### config.mk
export PLATFORM = sky130hd
export DESIGN_NAME = vfp_pattern_gen
export DESIGN_NICKNAME = d
export VERILOG_FILES = /design/src/rtl/vfp_pkg.sv /design/src/rtl/vfp_pattern_gen.sv
export SDC_FILE = /design/constraint.sdc
export NUM_CORES = 2
export LEC_CHECK = 0
export ABC_CLOCK_PERIOD_IN_PS = 15100
export BUFFER_PORTS_ARGS = -buffer_cell sky130_fd_sc_hd__buf_2
export CAP_MARGIN = 5
export CORE_UTILIZATION = 57
export CTS_CLUSTER_SIZE = 24
export DETAILED_ROUTE_END_ITERATION = 10
export GPL_ROUTABILITY_DRIVEN = 0
export GPL_TIMING_DRIVEN = 0
export HOLD_SLACK_MARGIN = 0.1
export PLACE_DENSITY = 0.8
export RECOVER_POWER = 100
export SLEW_MARGIN = 20
export SYNTH_ARGS = -nofsm -noshare
export SYNTH_HDL_FRONTEND = slang
export SYNTH_SLANG_ARGS = --single-unit
### constraint.sdc
create_clock -name sys_clk -period 15.1 [get_ports sys_clk]
set_input_delay 2.265 -clock sys_clk [delete_from_list [all_inputs] [get_ports sys_clk]]
set_output_delay 2.265 -clock sys_clk [all_outputs]
set_load 0.02 [all_outputs]
### src/rtl/vfp_pkg.sv
// vfp_pkg: constants, codes and carrier types of the v/f pattern generator
// assumes frequencies in 0.1 hz steps, voltages in whole volts, boost in 0.1 %
package vfp_pkg;
   // widths
   localparam int unsigned SET_W = 14;
   localparam int unsigned FREQ_W = 16;
   localparam int unsigned BOOST_W = 10;
   localparam int unsigned ASSIGN_W = 8;
   localparam int unsigned TERM_N = 7;
   localparam int unsigned FRAC_W = 12;
   localparam int unsigned RATIO_W = FRAC_W + 1;
   localparam int unsigned CNT_W = 4;
   // setpoint limits and special codes
   localparam logic [SET_W-1:0] FREQ_MAX = 14'h0fa0;      // 400.0 hz
   localparam logic [SET_W-1:0] VOLT_MAX = 14'h03e8;      // 1000 v
   localparam logic [SET_W-1:0] CODE_95PCT = 14'h22b8;    // 8888
   localparam logic [SET_W-1:0] CODE_9999 = 14'h270f;     // 9999
   localparam logic [SET_W-1:0] GRP_ALL = 14'h0000;       // user group read select 0
   localparam logic [7:0] PCT_NUM = 8'h5f;                // 95
   localparam logic [7:0] PCT_DEN = 8'h64;                // 100
   // reset values
   localparam logic [SET_W-1:0] BASE_FREQ_RST = 14'h01f4; // 50.0 hz
   localparam logic [SET_W-1:0] BASE_VOLT_RST = CODE_95PCT;
   localparam logic [SET_W-1:0] SEC_FREQ_RST = CODE_9999;
   localparam logic [1:0] LOAD_RST = 2'h0;
   // write select codes of the setting port
   localparam logic [1:0] ADDR_BASE_FREQ = 2'h0;
   localparam logic [1:0] ADDR_BASE_VOLT = 2'h1;
   localparam logic [1:0] ADDR_SEC_FREQ = 2'h2;
   localparam logic [1:0] ADDR_LOAD = 2'h3;
   // load pattern, accel pattern and terminal function codes, divider constants
   localparam logic [1:0] LOAD_LINEAR = 2'h0;
   localparam logic [1:0] LOAD_SQUARE = 2'h1;
   localparam logic [1:0] LOAD_LIFT_FWD = 2'h2;
   localparam logic [1:0] LOAD_LIFT_REV = 2'h3;
   localparam logic [1:0] ACCEL_S_A = 2'h1;
   localparam logic [ASSIGN_W-1:0] FUNC_SECOND = 8'h03;
   localparam logic [RATIO_W-1:0] RATIO_FULL = 13'h1000;
   localparam logic [CNT_W-1:0] DIV_STEPS = 4'hb;          // twelve quotient bits

   // stored settings
   typedef struct packed {
      logic [SET_W-1:0] base_freq_setpoint;
      logic [SET_W-1:0] base_voltage_setpoint;
      logic [SET_W-1:0] second_base_freq_setpoint;
      logic [1:0] load_pattern_select;
   } vfp_cfg_t;

   // setting write request
   typedef struct packed {
      logic wr;
      logic [1:0] sel;
      logic [SET_W-1:0] data;
   } vfp_wr_t;

   typedef enum logic [1:0] {
      ST_IDLE = 2'b00,
      ST_DIV = 2'b01,
      ST_OUT = 2'b10
   } vfp_state_t;
endpackage

### src/rtl/vfp_pattern_gen.sv
// vfp_pattern_gen: output voltage command from output frequency, v/f curve
// assumes out_freq and settings are on sys_clk; terminal pins are asynchronous
`timescale 1ns/10ps
`default_nettype none

// Operation
// base frequency setpoint 0..400 hz, reset 50 hz, reaches base voltage
// base voltage setpoint 0..1000 v caps maximum output voltage
// base voltage code 8888, reset value, means 95 % of supply
// base voltage code 9999 means the supply voltage itself
// output voltage command never exceeds the supply voltage
// second function selects second base frequency; 9999 disables it
// flux vector modes use motor rated voltage and frequency instead
// s-pattern a uses the active base frequency as inflection point; code takes fb_set, so flux vector modes keep the set base frequency
// load pattern codes 0..3, reset 0
// pattern 0: voltage linear in frequency up to base frequency
// pattern 1: voltage square of frequency up to base frequency
// pattern 2: boost forward, zero boost in reverse
// pattern 3: zero boost forward, boost in reverse
// second function selects second torque boost
// load pattern ignored under flux vector modes
// second function comes from a terminal assigned code 3
// second function enables all second-set functions together
// base voltage, second base freq, load pattern writable only in group 0
// above base frequency voltage stays at base voltage
// recompute on change of frequency, direction or second function
module vfp_pattern_gen
   import vfp_pkg::*;
(
   // clock, reset, enable
   input wire logic sys_clk,
   input wire logic sys_rst,
   input wire logic clk_en,
   // setting write port
   input wire vfp_wr_t cfg_wr,
   input wire logic [SET_W-1:0] user_group_read_select,
   // fixed settings
   input wire logic [BOOST_W-1:0] primary_torque_boost,
   input wire logic [BOOST_W-1:0] second_torque_boost,
   input wire logic [1:0] accel_pattern_select,
   input wire logic [SET_W-1:0] motor_rated_voltage,
   input wire logic [SET_W-1:0] motor_rated_frequency,
   input wire logic flux_vector_mode,
   input wire logic [TERM_N-1:0][ASSIGN_W-1:0] input_terminal_function_assign,
   // drive side
   input wire logic [TERM_N-1:0] term_pin,
   input wire logic [FREQ_W-1:0] out_freq,
   input wire logic rev_dir,
   input wire logic [SET_W-1:0] supply_voltage,
   // results
   output vfp_cfg_t cfg_state,
   output logic cfg_refused,
   output logic [SET_W-1:0] volt_cmd,
   output logic [BOOST_W-1:0] boost_cmd,
   output logic [SET_W-1:0] s_inflect_freq,
   output logic s_inflect_en,
   output logic second_set_active,
   output logic calc_busy
);

   vfp_cfg_t cfg_reg;
   logic [TERM_N-1:0] pin_meta_reg;
   logic [TERM_N-1:0] pin_sync_reg;
   logic sec_reg;
   logic refused_reg;
   logic dirty_reg;
   vfp_state_t state_reg;
   logic [FREQ_W-1:0] last_f_reg;
   logic last_dir_reg;
   logic last_sec_reg;
   logic [SET_W-1:0] snap_vb_reg;
   logic [1:0] snap_load_reg;
   logic snap_vec_reg;
   logic [SET_W-1:0] snap_vsup_reg;
   logic [SET_W-1:0] fb_reg;
   logic [SET_W:0] rem_reg;
   logic [RATIO_W-1:0] ratio_reg;
   logic [CNT_W-1:0] cnt_reg;
   logic [SET_W-1:0] volt_reg;
   logic [BOOST_W-1:0] boost_reg;
   logic [SET_W-1:0] infl_reg;
   logic infl_en_reg;
   logic busy_reg;

   logic sec_next;
   logic wr_ok;
   logic wr_locked;
   logic wr_range_ok;
   logic [SET_W-1:0] fb_set;
   logic [SET_W-1:0] fb_act;
   logic [SET_W-1:0] vb_act;
   logic [SET_W+7:0] vsup_95;
   logic changed;
   logic [SET_W:0] rem_sh;
   logic [SET_W+RATIO_W-1:0] lin_prod;
   logic [2*RATIO_W-1:0] sq_prod;
   logic [RATIO_W-1:0] ratio_sq;
   logic [SET_W+RATIO_W-1:0] sq_vprod;
   logic [SET_W-1:0] volt_next;
   logic [BOOST_W-1:0] boost_sel;
   logic [BOOST_W-1:0] boost_next;

   // two-stage synchroniser for the terminal pins
   always_ff @(posedge sys_clk or posedge sys_rst) begin
      if (sys_rst) begin
         pin_meta_reg <= '0;
         pin_sync_reg <= '0;
      end else if (clk_en) begin
         pin_meta_reg <= term_pin;
         pin_sync_reg <= pin_meta_reg;
      end
   end

   // second function from any terminal carrying the second-set code
   always_comb begin
      sec_next = 1'b0;
      for (int i = 0; i < TERM_N; i++) begin
         if (input_terminal_function_assign[i] == FUNC_SECOND && pin_sync_reg[i]) begin
            sec_next = 1'b1;
         end
      end
   end

   always_ff @(posedge sys_clk or posedge sys_rst) begin
      if (sys_rst) begin
         sec_reg <= 1'b0;
      end else if (clk_en) begin
         sec_reg <= sec_next;
      end
   end

   // write checks: group lock and setting range
   always_comb begin
      wr_locked = (cfg_wr.sel != ADDR_BASE_FREQ) && (user_group_read_select != GRP_ALL);
      unique case (cfg_wr.sel)
         ADDR_BASE_FREQ: wr_range_ok = cfg_wr.data <= FREQ_MAX;
         ADDR_BASE_VOLT: wr_range_ok = (cfg_wr.data <= VOLT_MAX) || (cfg_wr.data == CODE_95PCT)
            || (cfg_wr.data == CODE_9999);
         ADDR_SEC_FREQ: wr_range_ok = (cfg_wr.data <= FREQ_MAX) || (cfg_wr.data == CODE_9999);
         ADDR_LOAD: wr_range_ok = cfg_wr.data[SET_W-1:2] == '0;
      endcase
      wr_ok = cfg_wr.wr && !wr_locked && wr_range_ok;
   end

   // setting storage
   always_ff @(posedge sys_clk or posedge sys_rst) begin
      if (sys_rst) begin
         cfg_reg.base_freq_setpoint <= BASE_FREQ_RST;
         cfg_reg.base_voltage_setpoint <= BASE_VOLT_RST;
         cfg_reg.second_base_freq_setpoint <= SEC_FREQ_RST;
         cfg_reg.load_pattern_select <= LOAD_RST;
      end else if (clk_en && wr_ok) begin
         unique case (cfg_wr.sel)
            ADDR_BASE_FREQ: cfg_reg.base_freq_setpoint <= cfg_wr.data;
            ADDR_BASE_VOLT: cfg_reg.base_voltage_setpoint <= cfg_wr.data;
            ADDR_SEC_FREQ: cfg_reg.second_base_freq_setpoint <= cfg_wr.data;
            ADDR_LOAD: cfg_reg.load_pattern_select <= cfg_wr.data[1:0];
         endcase
      end
   end

   // refused write flag, one cycle
   always_ff @(posedge sys_clk or posedge sys_rst) begin
      if (sys_rst) begin
         refused_reg <= 1'b0;
      end else if (clk_en) begin
         refused_reg <= cfg_wr.wr && !wr_ok;
      end
   end

   // active base frequency and base voltage
   always_comb begin
      vsup_95 = ({8'h00, supply_voltage} * {{SET_W{1'b0}}, PCT_NUM}) / {{SET_W{1'b0}}, PCT_DEN};
      if (sec_reg && cfg_reg.second_base_freq_setpoint != CODE_9999) begin
         fb_set = cfg_reg.second_base_freq_setpoint;
      end else begin
         fb_set = cfg_reg.base_freq_setpoint;
      end
      if (flux_vector_mode) begin
         fb_act = motor_rated_frequency;
         vb_act = motor_rated_voltage;
      end else begin
         fb_act = fb_set;
         if (cfg_reg.base_voltage_setpoint == CODE_95PCT) begin
            vb_act = vsup_95[SET_W-1:0];
         end else if (cfg_reg.base_voltage_setpoint == CODE_9999) begin
            vb_act = supply_voltage;
         end else begin
            vb_act = cfg_reg.base_voltage_setpoint;
         end
      end
   end

   // a change in frequency, direction, second function, supply, mode or settings restarts the curve
   assign changed = (out_freq != last_f_reg) || (rev_dir != last_dir_reg) || (sec_reg != last_sec_reg)
      || (supply_voltage != snap_vsup_reg) || (flux_vector_mode != snap_vec_reg) || dirty_reg;

   // dirty flag: a write landing on the start cycle is kept
   always_ff @(posedge sys_clk or posedge sys_rst) begin
      if (sys_rst) begin
         dirty_reg <= 1'b1;
      end else if (clk_en) begin
         if (wr_ok) begin
            dirty_reg <= 1'b1;
         end else if (state_reg == ST_IDLE) begin
            dirty_reg <= 1'b0;
         end
      end
   end

   // shift-subtract step of the frequency ratio divider
   assign rem_sh = {rem_reg[SET_W-1:0], 1'b0};

   // sequencer: snapshot, divide, deliver
   always_ff @(posedge sys_clk or posedge sys_rst) begin
      if (sys_rst) begin
         state_reg <= ST_IDLE;
         last_f_reg <= '0;
         last_dir_reg <= 1'b0;
         last_sec_reg <= 1'b0;
         snap_vb_reg <= '0;
         snap_load_reg <= LOAD_RST;
         snap_vec_reg <= 1'b0;
         snap_vsup_reg <= '0;
         fb_reg <= '0;
         rem_reg <= '0;
         ratio_reg <= '0;
         cnt_reg <= '0;
         busy_reg <= 1'b0;
      end else if (clk_en) begin
         busy_reg <= (state_reg == ST_IDLE) ? changed : (state_reg == ST_DIV); // busy flop mirrors next state
         unique case (state_reg)
            ST_IDLE: begin
               if (changed) begin
                  last_f_reg <= out_freq;
                  last_dir_reg <= rev_dir;
                  last_sec_reg <= sec_reg;
                  snap_vb_reg <= vb_act;
                  snap_load_reg <= cfg_reg.load_pattern_select;
                  snap_vec_reg <= flux_vector_mode;
                  snap_vsup_reg <= supply_voltage;
                  fb_reg <= fb_act;
                  ratio_reg <= '0;
                  cnt_reg <= DIV_STEPS;
                  if (fb_act == '0 || out_freq >= {2'b00, fb_act}) begin
                     ratio_reg <= RATIO_FULL;
                     state_reg <= ST_OUT;
                  end else begin
                     rem_reg <= {1'b0, out_freq[SET_W-1:0]};
                     state_reg <= ST_DIV;
                  end
               end
            end
            ST_DIV: begin
               if (rem_sh >= {1'b0, fb_reg}) begin
                  rem_reg <= rem_sh - {1'b0, fb_reg};
                  ratio_reg <= {ratio_reg[RATIO_W-2:0], 1'b1};
               end else begin
                  rem_reg <= rem_sh;
                  ratio_reg <= {ratio_reg[RATIO_W-2:0], 1'b0};
               end
               cnt_reg <= cnt_reg - 4'h1;
               if (cnt_reg == '0) begin
                  state_reg <= ST_OUT;
               end
            end
            ST_OUT: begin
               state_reg <= ST_IDLE;
            end
            default: begin
               state_reg <= ST_IDLE;
            end
         endcase
      end
   end

   // curve shape and supply clamp
   always_comb begin
      lin_prod = {{RATIO_W{1'b0}}, snap_vb_reg} * {{SET_W{1'b0}}, ratio_reg};
      sq_prod = {{RATIO_W{1'b0}}, ratio_reg} * {{RATIO_W{1'b0}}, ratio_reg};
      ratio_sq = sq_prod[FRAC_W+RATIO_W-1:FRAC_W];
      sq_vprod = {{RATIO_W{1'b0}}, snap_vb_reg} * {{SET_W{1'b0}}, ratio_sq};
      if (snap_load_reg == LOAD_SQUARE && !snap_vec_reg) begin
         volt_next = sq_vprod[FRAC_W+SET_W-1:FRAC_W];
      end else begin
         volt_next = lin_prod[FRAC_W+SET_W-1:FRAC_W];
      end
      if (volt_next > snap_vsup_reg) begin
         volt_next = snap_vsup_reg;
      end
   end

   // torque boost by set and direction
   always_comb begin
      boost_sel = last_sec_reg ? second_torque_boost : primary_torque_boost;
      boost_next = boost_sel;
      if (!snap_vec_reg) begin
         if (snap_load_reg == LOAD_LIFT_FWD && last_dir_reg) begin
            boost_next = '0;
         end else if (snap_load_reg == LOAD_LIFT_REV && !last_dir_reg) begin
            boost_next = '0;
         end
      end
   end

   // delivered results
   always_ff @(posedge sys_clk or posedge sys_rst) begin
      if (sys_rst) begin
         volt_reg <= '0;
         boost_reg <= '0;
      end else if (clk_en && state_reg == ST_OUT) begin
         volt_reg <= volt_next;
         boost_reg <= boost_next;
      end
   end

   // s-curve inflection point from the setting base frequency
   always_ff @(posedge sys_clk or posedge sys_rst) begin
      if (sys_rst) begin
         infl_reg <= '0;
         infl_en_reg <= 1'b0;
      end else if (clk_en) begin
         infl_en_reg <= accel_pattern_select == ACCEL_S_A;
         infl_reg <= (accel_pattern_select == ACCEL_S_A) ? fb_set : '0;
      end
   end

   // outputs straight from flops
   assign cfg_state = cfg_reg;
   assign cfg_refused = refused_reg;
   assign volt_cmd = volt_reg;
   assign boost_cmd = boost_reg;
   assign s_inflect_freq = infl_reg;
   assign s_inflect_en = infl_en_reg;
   assign second_set_active = sec_reg;
   assign calc_busy = busy_reg;

endmodule

`default_nettype wire

## After elaboration in Yosys (flattened, before gate mapping)

Index checks and enable logic that the tools add are counted.

- $add $sub $neg: 2
- $mul: 4
- Div/mod/pow operators: 1
- $lt $le $gt $ge: 5
- Eq/ne operators: 29
- Muxes and demuxes: 37
- Reduce and logical (&&, ||, !) cells: 48

Operator list:

| kind | count |
|---|---|
| two-way mux 14 bit | 11 |
| == test 14 bit (second input constant) | 4 |
| == test 8 x 2 -> 1 bit (second input constant) | 7 |
| multiplier 14 x 13 -> 26 bit | 2 |
| two-way mux 10 bit | 4 |
| case mux 14 bit (2 select lines) | 1 |
| two-way mux 13 bit | 2 |
| case mux 13 bit (2 select lines) | 1 |
| multiplier 13 x 13 -> 25 bit | 1 |
| divider 21 x 7 -> 22 bit (second input constant) | 1 |
| multiplier 14 x 7 -> 21 bit (second input constant) | 1 |
| logical AND 1 bit | 17 |
| >= comparator 16 x 14 -> 1 bit | 1 |
| != test 16 bit | 1 |
| >= comparator 15 x 14 -> 1 bit | 1 |
| greater-than comparator 14 bit | 1 |
| <= comparator 14 x 10 -> 1 bit (second input constant) | 1 |
| <= comparator 14 x 12 -> 1 bit (second input constant) | 1 |
| zero test 14 bit | 1 |
| != test 14 bit | 1 |
| != test 14 bit (second input constant) | 1 |
| nonzero test 14 bit | 1 |
| subtractor 14 bit | 1 |
| zero test 12 bit | 1 |
| 20 further kinds | 62 |

- Register bits after elaboration: 197
- Bits of input ports: 179
- Output and inout bits: 86
- Logic and storage cells: 152

## Depth between registers and ports, before layout

- Depth after elaboration: 9
- Depth in mapped cells: 71
- Mapped depth without buffers: 68

## Least setup slack after synthesis

Ideal clock, no wire load.

- Path kind: register to register
- Start: reg ratio_reg[6]
- End: reg volt_reg[1] (netlist: volt_cmd[1])
- Setup time: 0.135 ns
- Arrival: 14.391 ns
- Required time: 14.965 ns
- Path slack: 0.575 ns
- Stages on the path, launching flop included: 62
- Buffers on the path: 4
- Period minus slack after synthesis: 14.525 ns
- Cell sequence: dfrtp_1 -> clkbuf_1 -> clkbuf_1 -> nand2_1 -> fa_1 -> inv_1 -> fa_1 -> fa_1 -> inv_1 -> fa_1 -> fa_1 -> inv_1 -> ha_1 -> a21o_1 -> a21o_1 -> a21o_1 -> a21oi_1 -> o21bai_1 -> [... 26 more ...] -> o21a_1 -> o21a_1 -> o21a_1 -> o21a_1 -> o21a_1 -> o21a_1 -> o21a_1 -> o21a_1 -> nor2_1 -> xnor2_1 -> a21oi_1 -> ha_1 -> nand4_1 -> nor4_1 -> nor2_1 -> buf_1 -> mux2i_1 -> o21ai_0

- Word-level cells in the longest chain between the ends: 5
- Elaborated cells on any way between the ends: 6
- Classes of those cells: mul: 3; order compare: 1; mux: 2

RTL lines:

| item | RTL line | text |
|---|---|---|
| start: declaration | vfp_pattern_gen.sv:77 | `logic [RATIO_W-1:0] ratio_reg;` |
| start signal: assignment | vfp_pattern_gen.sv:257 | `ratio_reg <= {ratio_reg[RATIO_W-2:0], 1'b1};` |
| start signal: assignment | vfp_pattern_gen.sv:260 | `ratio_reg <= {ratio_reg[RATIO_W-2:0], 1'b0};` |
| multiplier 13 x 13 -> 25 bit | vfp_pattern_gen.sv:280 | `sq_prod = {{RATIO_W{1'b0}}, ratio_reg} * {{RATIO_W{1'b0}}, ratio_reg};` |
| multiplier 14 x 13 -> 26 bit | vfp_pattern_gen.sv:282 | `sq_vprod = {{RATIO_W{1'b0}}, snap_vb_reg} * {{SET_W{1'b0}}, ratio_sq};` |
| two-way mux 14 bit * | vfp_pattern_gen.sv:283 | `if (snap_load_reg == LOAD_SQUARE && !snap_vec_reg) begin` |
| greater-than comparator 14 bit | vfp_pattern_gen.sv:288 | `if (volt_next > snap_vsup_reg) begin` |
| two-way mux 14 bit * | vfp_pattern_gen.sv:288 |  |
| end signal: assignment | vfp_pattern_gen.sv:312 | `volt_reg <= volt_next;` |
| end: declaration | vfp_pattern_gen.sv:79 | `logic [SET_W-1:0] volt_reg;` |

Mark *: on every way between the ends. The rest lies on a longest branch, timed or not.
A chain may end at the register's enable or synchronous reset.

## Worst setup path after layout

- Start: reg ratio_reg[8]
- End: reg volt_reg[0] (netlist: volt_cmd[0])

Same word-level chain as after synthesis.

==> results.cfg <==
[synth]
synth_seq_area_share_pct = 15.9
synth_edf_count = 0
syn_inst = 3428
synth_area_mm2 = 0.0311
synth-adder-area-share_pct = 37.7
synth_fp_nets = 4301
synthMuxAreaShare_pct = 4.82
synth_compound_area_share_pct = 13.5
synth.top_cell.area_share_pct = 26.0
yosys.area.top_type = fa_1
synth_top_family_by_area = adder cells
synth_area_leaders = fa_1, dfrtp_1, ha_1, inv_1, nand2_1
synth-xor-area-share_pct = 3.22
syn_area_per_cell_um2 = 9.07
ys_seq_elements = 197
synthArstFlopShare_pct = 100
yosys.area_share.simple_pct = 16.0
ys_warn_count = 0
yosysUniqueCellTypes = 123
ys.flop_type = dfrtp_1

[hold_path]
min_from = volt_cmd[5]
hold_class = flop to flop

[critical_path]
critPathLaunchType = flop
cp_common_cell = o21a_1
path_delay_family = adder cells
critPathLaunch = ratio_reg[8]
crit_fanout = 10
cp.required_ns = 15.48
critical_path_buf_inv_count = 4
crit_type = flop to flop
cp.arrival_ns = 15.14
critPathCaptureType = flop
crit-reg2reg-launch = ratio_reg[8]
cpMaxStageDelayCell = fa_1
worst_path_largest_cell_delay_ns = 0.57

[place]
post-place-ws_ns = -1.97
dp_cells = 4389
dp_hpwl_um = 72700
io_buffers = 263

[run_status]
violations = capacitance limit, slew limit
status = finished, violations left

[layout]
instances_no_fill = 4479
largest_reg_flops = 44
final_common_cell = inv_1
n_fill_cell = 4469
syn2layout_area_growth_pct = 11.5
drive_above_1_share_pct = 15.4
final_util_pct = 64.4
final_nets = 4636
layout_common_cells = inv_1, nand2_1, fa_1

[floorplan]
ios = 265
die_w_um = 236
die-area_mm2 = 0.0555
rows = 85
dieHeight_um = 236
start_util_pct = 57.8
core_area_mm2 = 0.0538

[drt]
ant_nets = 0
avgViaCountPerCell = 6.03
drt_wl_total_um = 92200
drt_iter0_drc = 2442
dr_total_vias = 27000
first_pass_iters = 6
wl_per_cell_um = 20.6
route.detailed.drc = 0

[cts]
cts_tree = done
clkLatencyLatePin_ns = 0.45
cts_buffers = 17
root_buffer = clkbuf_16
htreeDepth = 4
cts.clk_slew.worst_paths_ns = 0.08
clockBufferDepth = 2
clkSinkCount = 197

[timing]
final-setup-viol-count = 0
slew_headroom_pct = -272
worst_pin_slew_ns = 5.59
setup_slack_ns = 0.333
period_needed_ns = 14.77
fin_skew_ns = 0.0132
maxSlewViolCount = 200
max_freq_mhz = 67.7
finalHoldViolCount = 0
timing.final.crit_share_pct = 97.8

[global_route]
antenna_found_initial = 11
grt_pass1_vias = 27400
grt-ovfl-total = 0
grt.total_usage_pct = 33.5
grt_max_degree = 104
grt_pass1_wl_um = 146000

[job]
max_cap_viol_count = 2
## metrics by stage
stage	setup TNS, ns	area (um^2)	hold slack [ns]
finish	0	34600	0.488
global placement	-22.26	33300	0.458
CTS	0	34100	0.485
floorplan	0	31100	0.451
global route	-0.521	34600	0.506
detailed placement	-25.08	33300	0.468
## layout make-up
class                   count  area, um^2  share of cell area (%)
flip-flops and latches    197        4960                    14.3
inverters                 513        1930                    5.56
diodes                      7        17.5                  0.0506
well taps                 696         871                    2.51
clock buffers              19         443                    1.28
multi-input cells        2555       23700                    68.4
repair buffers            319        1650                    4.75
clock inverters            13         145                   0.419
plain buffers             160         935                    2.70
## repair_timing
item                       4_1_cts  5_1_grt
pin swaps                        2       64
cloned                           0        0
setup endpoints to repair       14       16
buffers inserted                 8       46
hold buffers                     0        0
gates resized for setup         45      123
## path summary, 6_finish.rpt
check / endpoint / slack [ns] / depth (start not counted)
max: volt_cmd[0] / 0.33 / 55
min: volt_cmd[5] / 0.49 / 2
max reg2reg: volt_cmd[0] / 0.33 / 55
min reg2reg: volt_cmd[5] / 0.49 / 2
max in group asynchronous: ratio_reg[7] / 5.10 / 3
min in group asynchronous: boost_cmd[2] / 3.03 / 2
## worst register-to-register path: cells and delay by family, from the launching register on
family	cells	cell delay, ns
simple gates	8	1.47
compound gates	28	5.60
flops	1	0.56
fa+ha+maj	13	5.81
buf+inv	4	0.83
mux	1	0.27
xor+xnor	1	0.14
## synth_stat cells, drive strengths merged, types with 7 or more instances
cell     instances
a31oi           35
a211oi          25
nand3b           8
inv            513
nor2           135
or2             15
dfrtp          176
o21ai          160
nand3           25
and2           184
mux2            80
a21boi           7
o211ai          20
o31ai           29
and3            11
a21oi          114
or3              9
o21a            46
buf             37
dfstp           21
nor3            77
a31o             8
xnor2           61
a21o            37
or4              7
clkbuf         126
nor4            28
ha             291
mux2i           58
o2bb2ai         19
nand4           28
a22o            13
fa             403
nand2          420
nor2b           17
xor2            50
a221oi          10
nand2b          24
a211o            8
## logic make-up (layout without fill, tap and decap cells)
logic type      Yosys count  in the layout
other cells               0              7
flops                   197            197
buf+inv                 676           1024
mux                     138            138
compound gates          599            599
fa+ha+maj               696            696
xor+xnor                111            111
simple gates           1011           1011
## metal layers
| metal | routed length [um] | vias to the layer above | GRT usage [%] |
|---|---|---|---|
| li1 | - | 12000 | - |
| met5 | 8 | - | 0 |
| met3 | 9030 | 320 | 7.54 |
| met4 | 5920 | 2 | 18.9 |
| met1 | 35000 | 13200 | 41.9 |
| met2 | 42200 | 1469 | 53.8 |
Power is not shown: default switching activity piles up to over one toggle a cycle in this logic, so the estimate is an artifact.
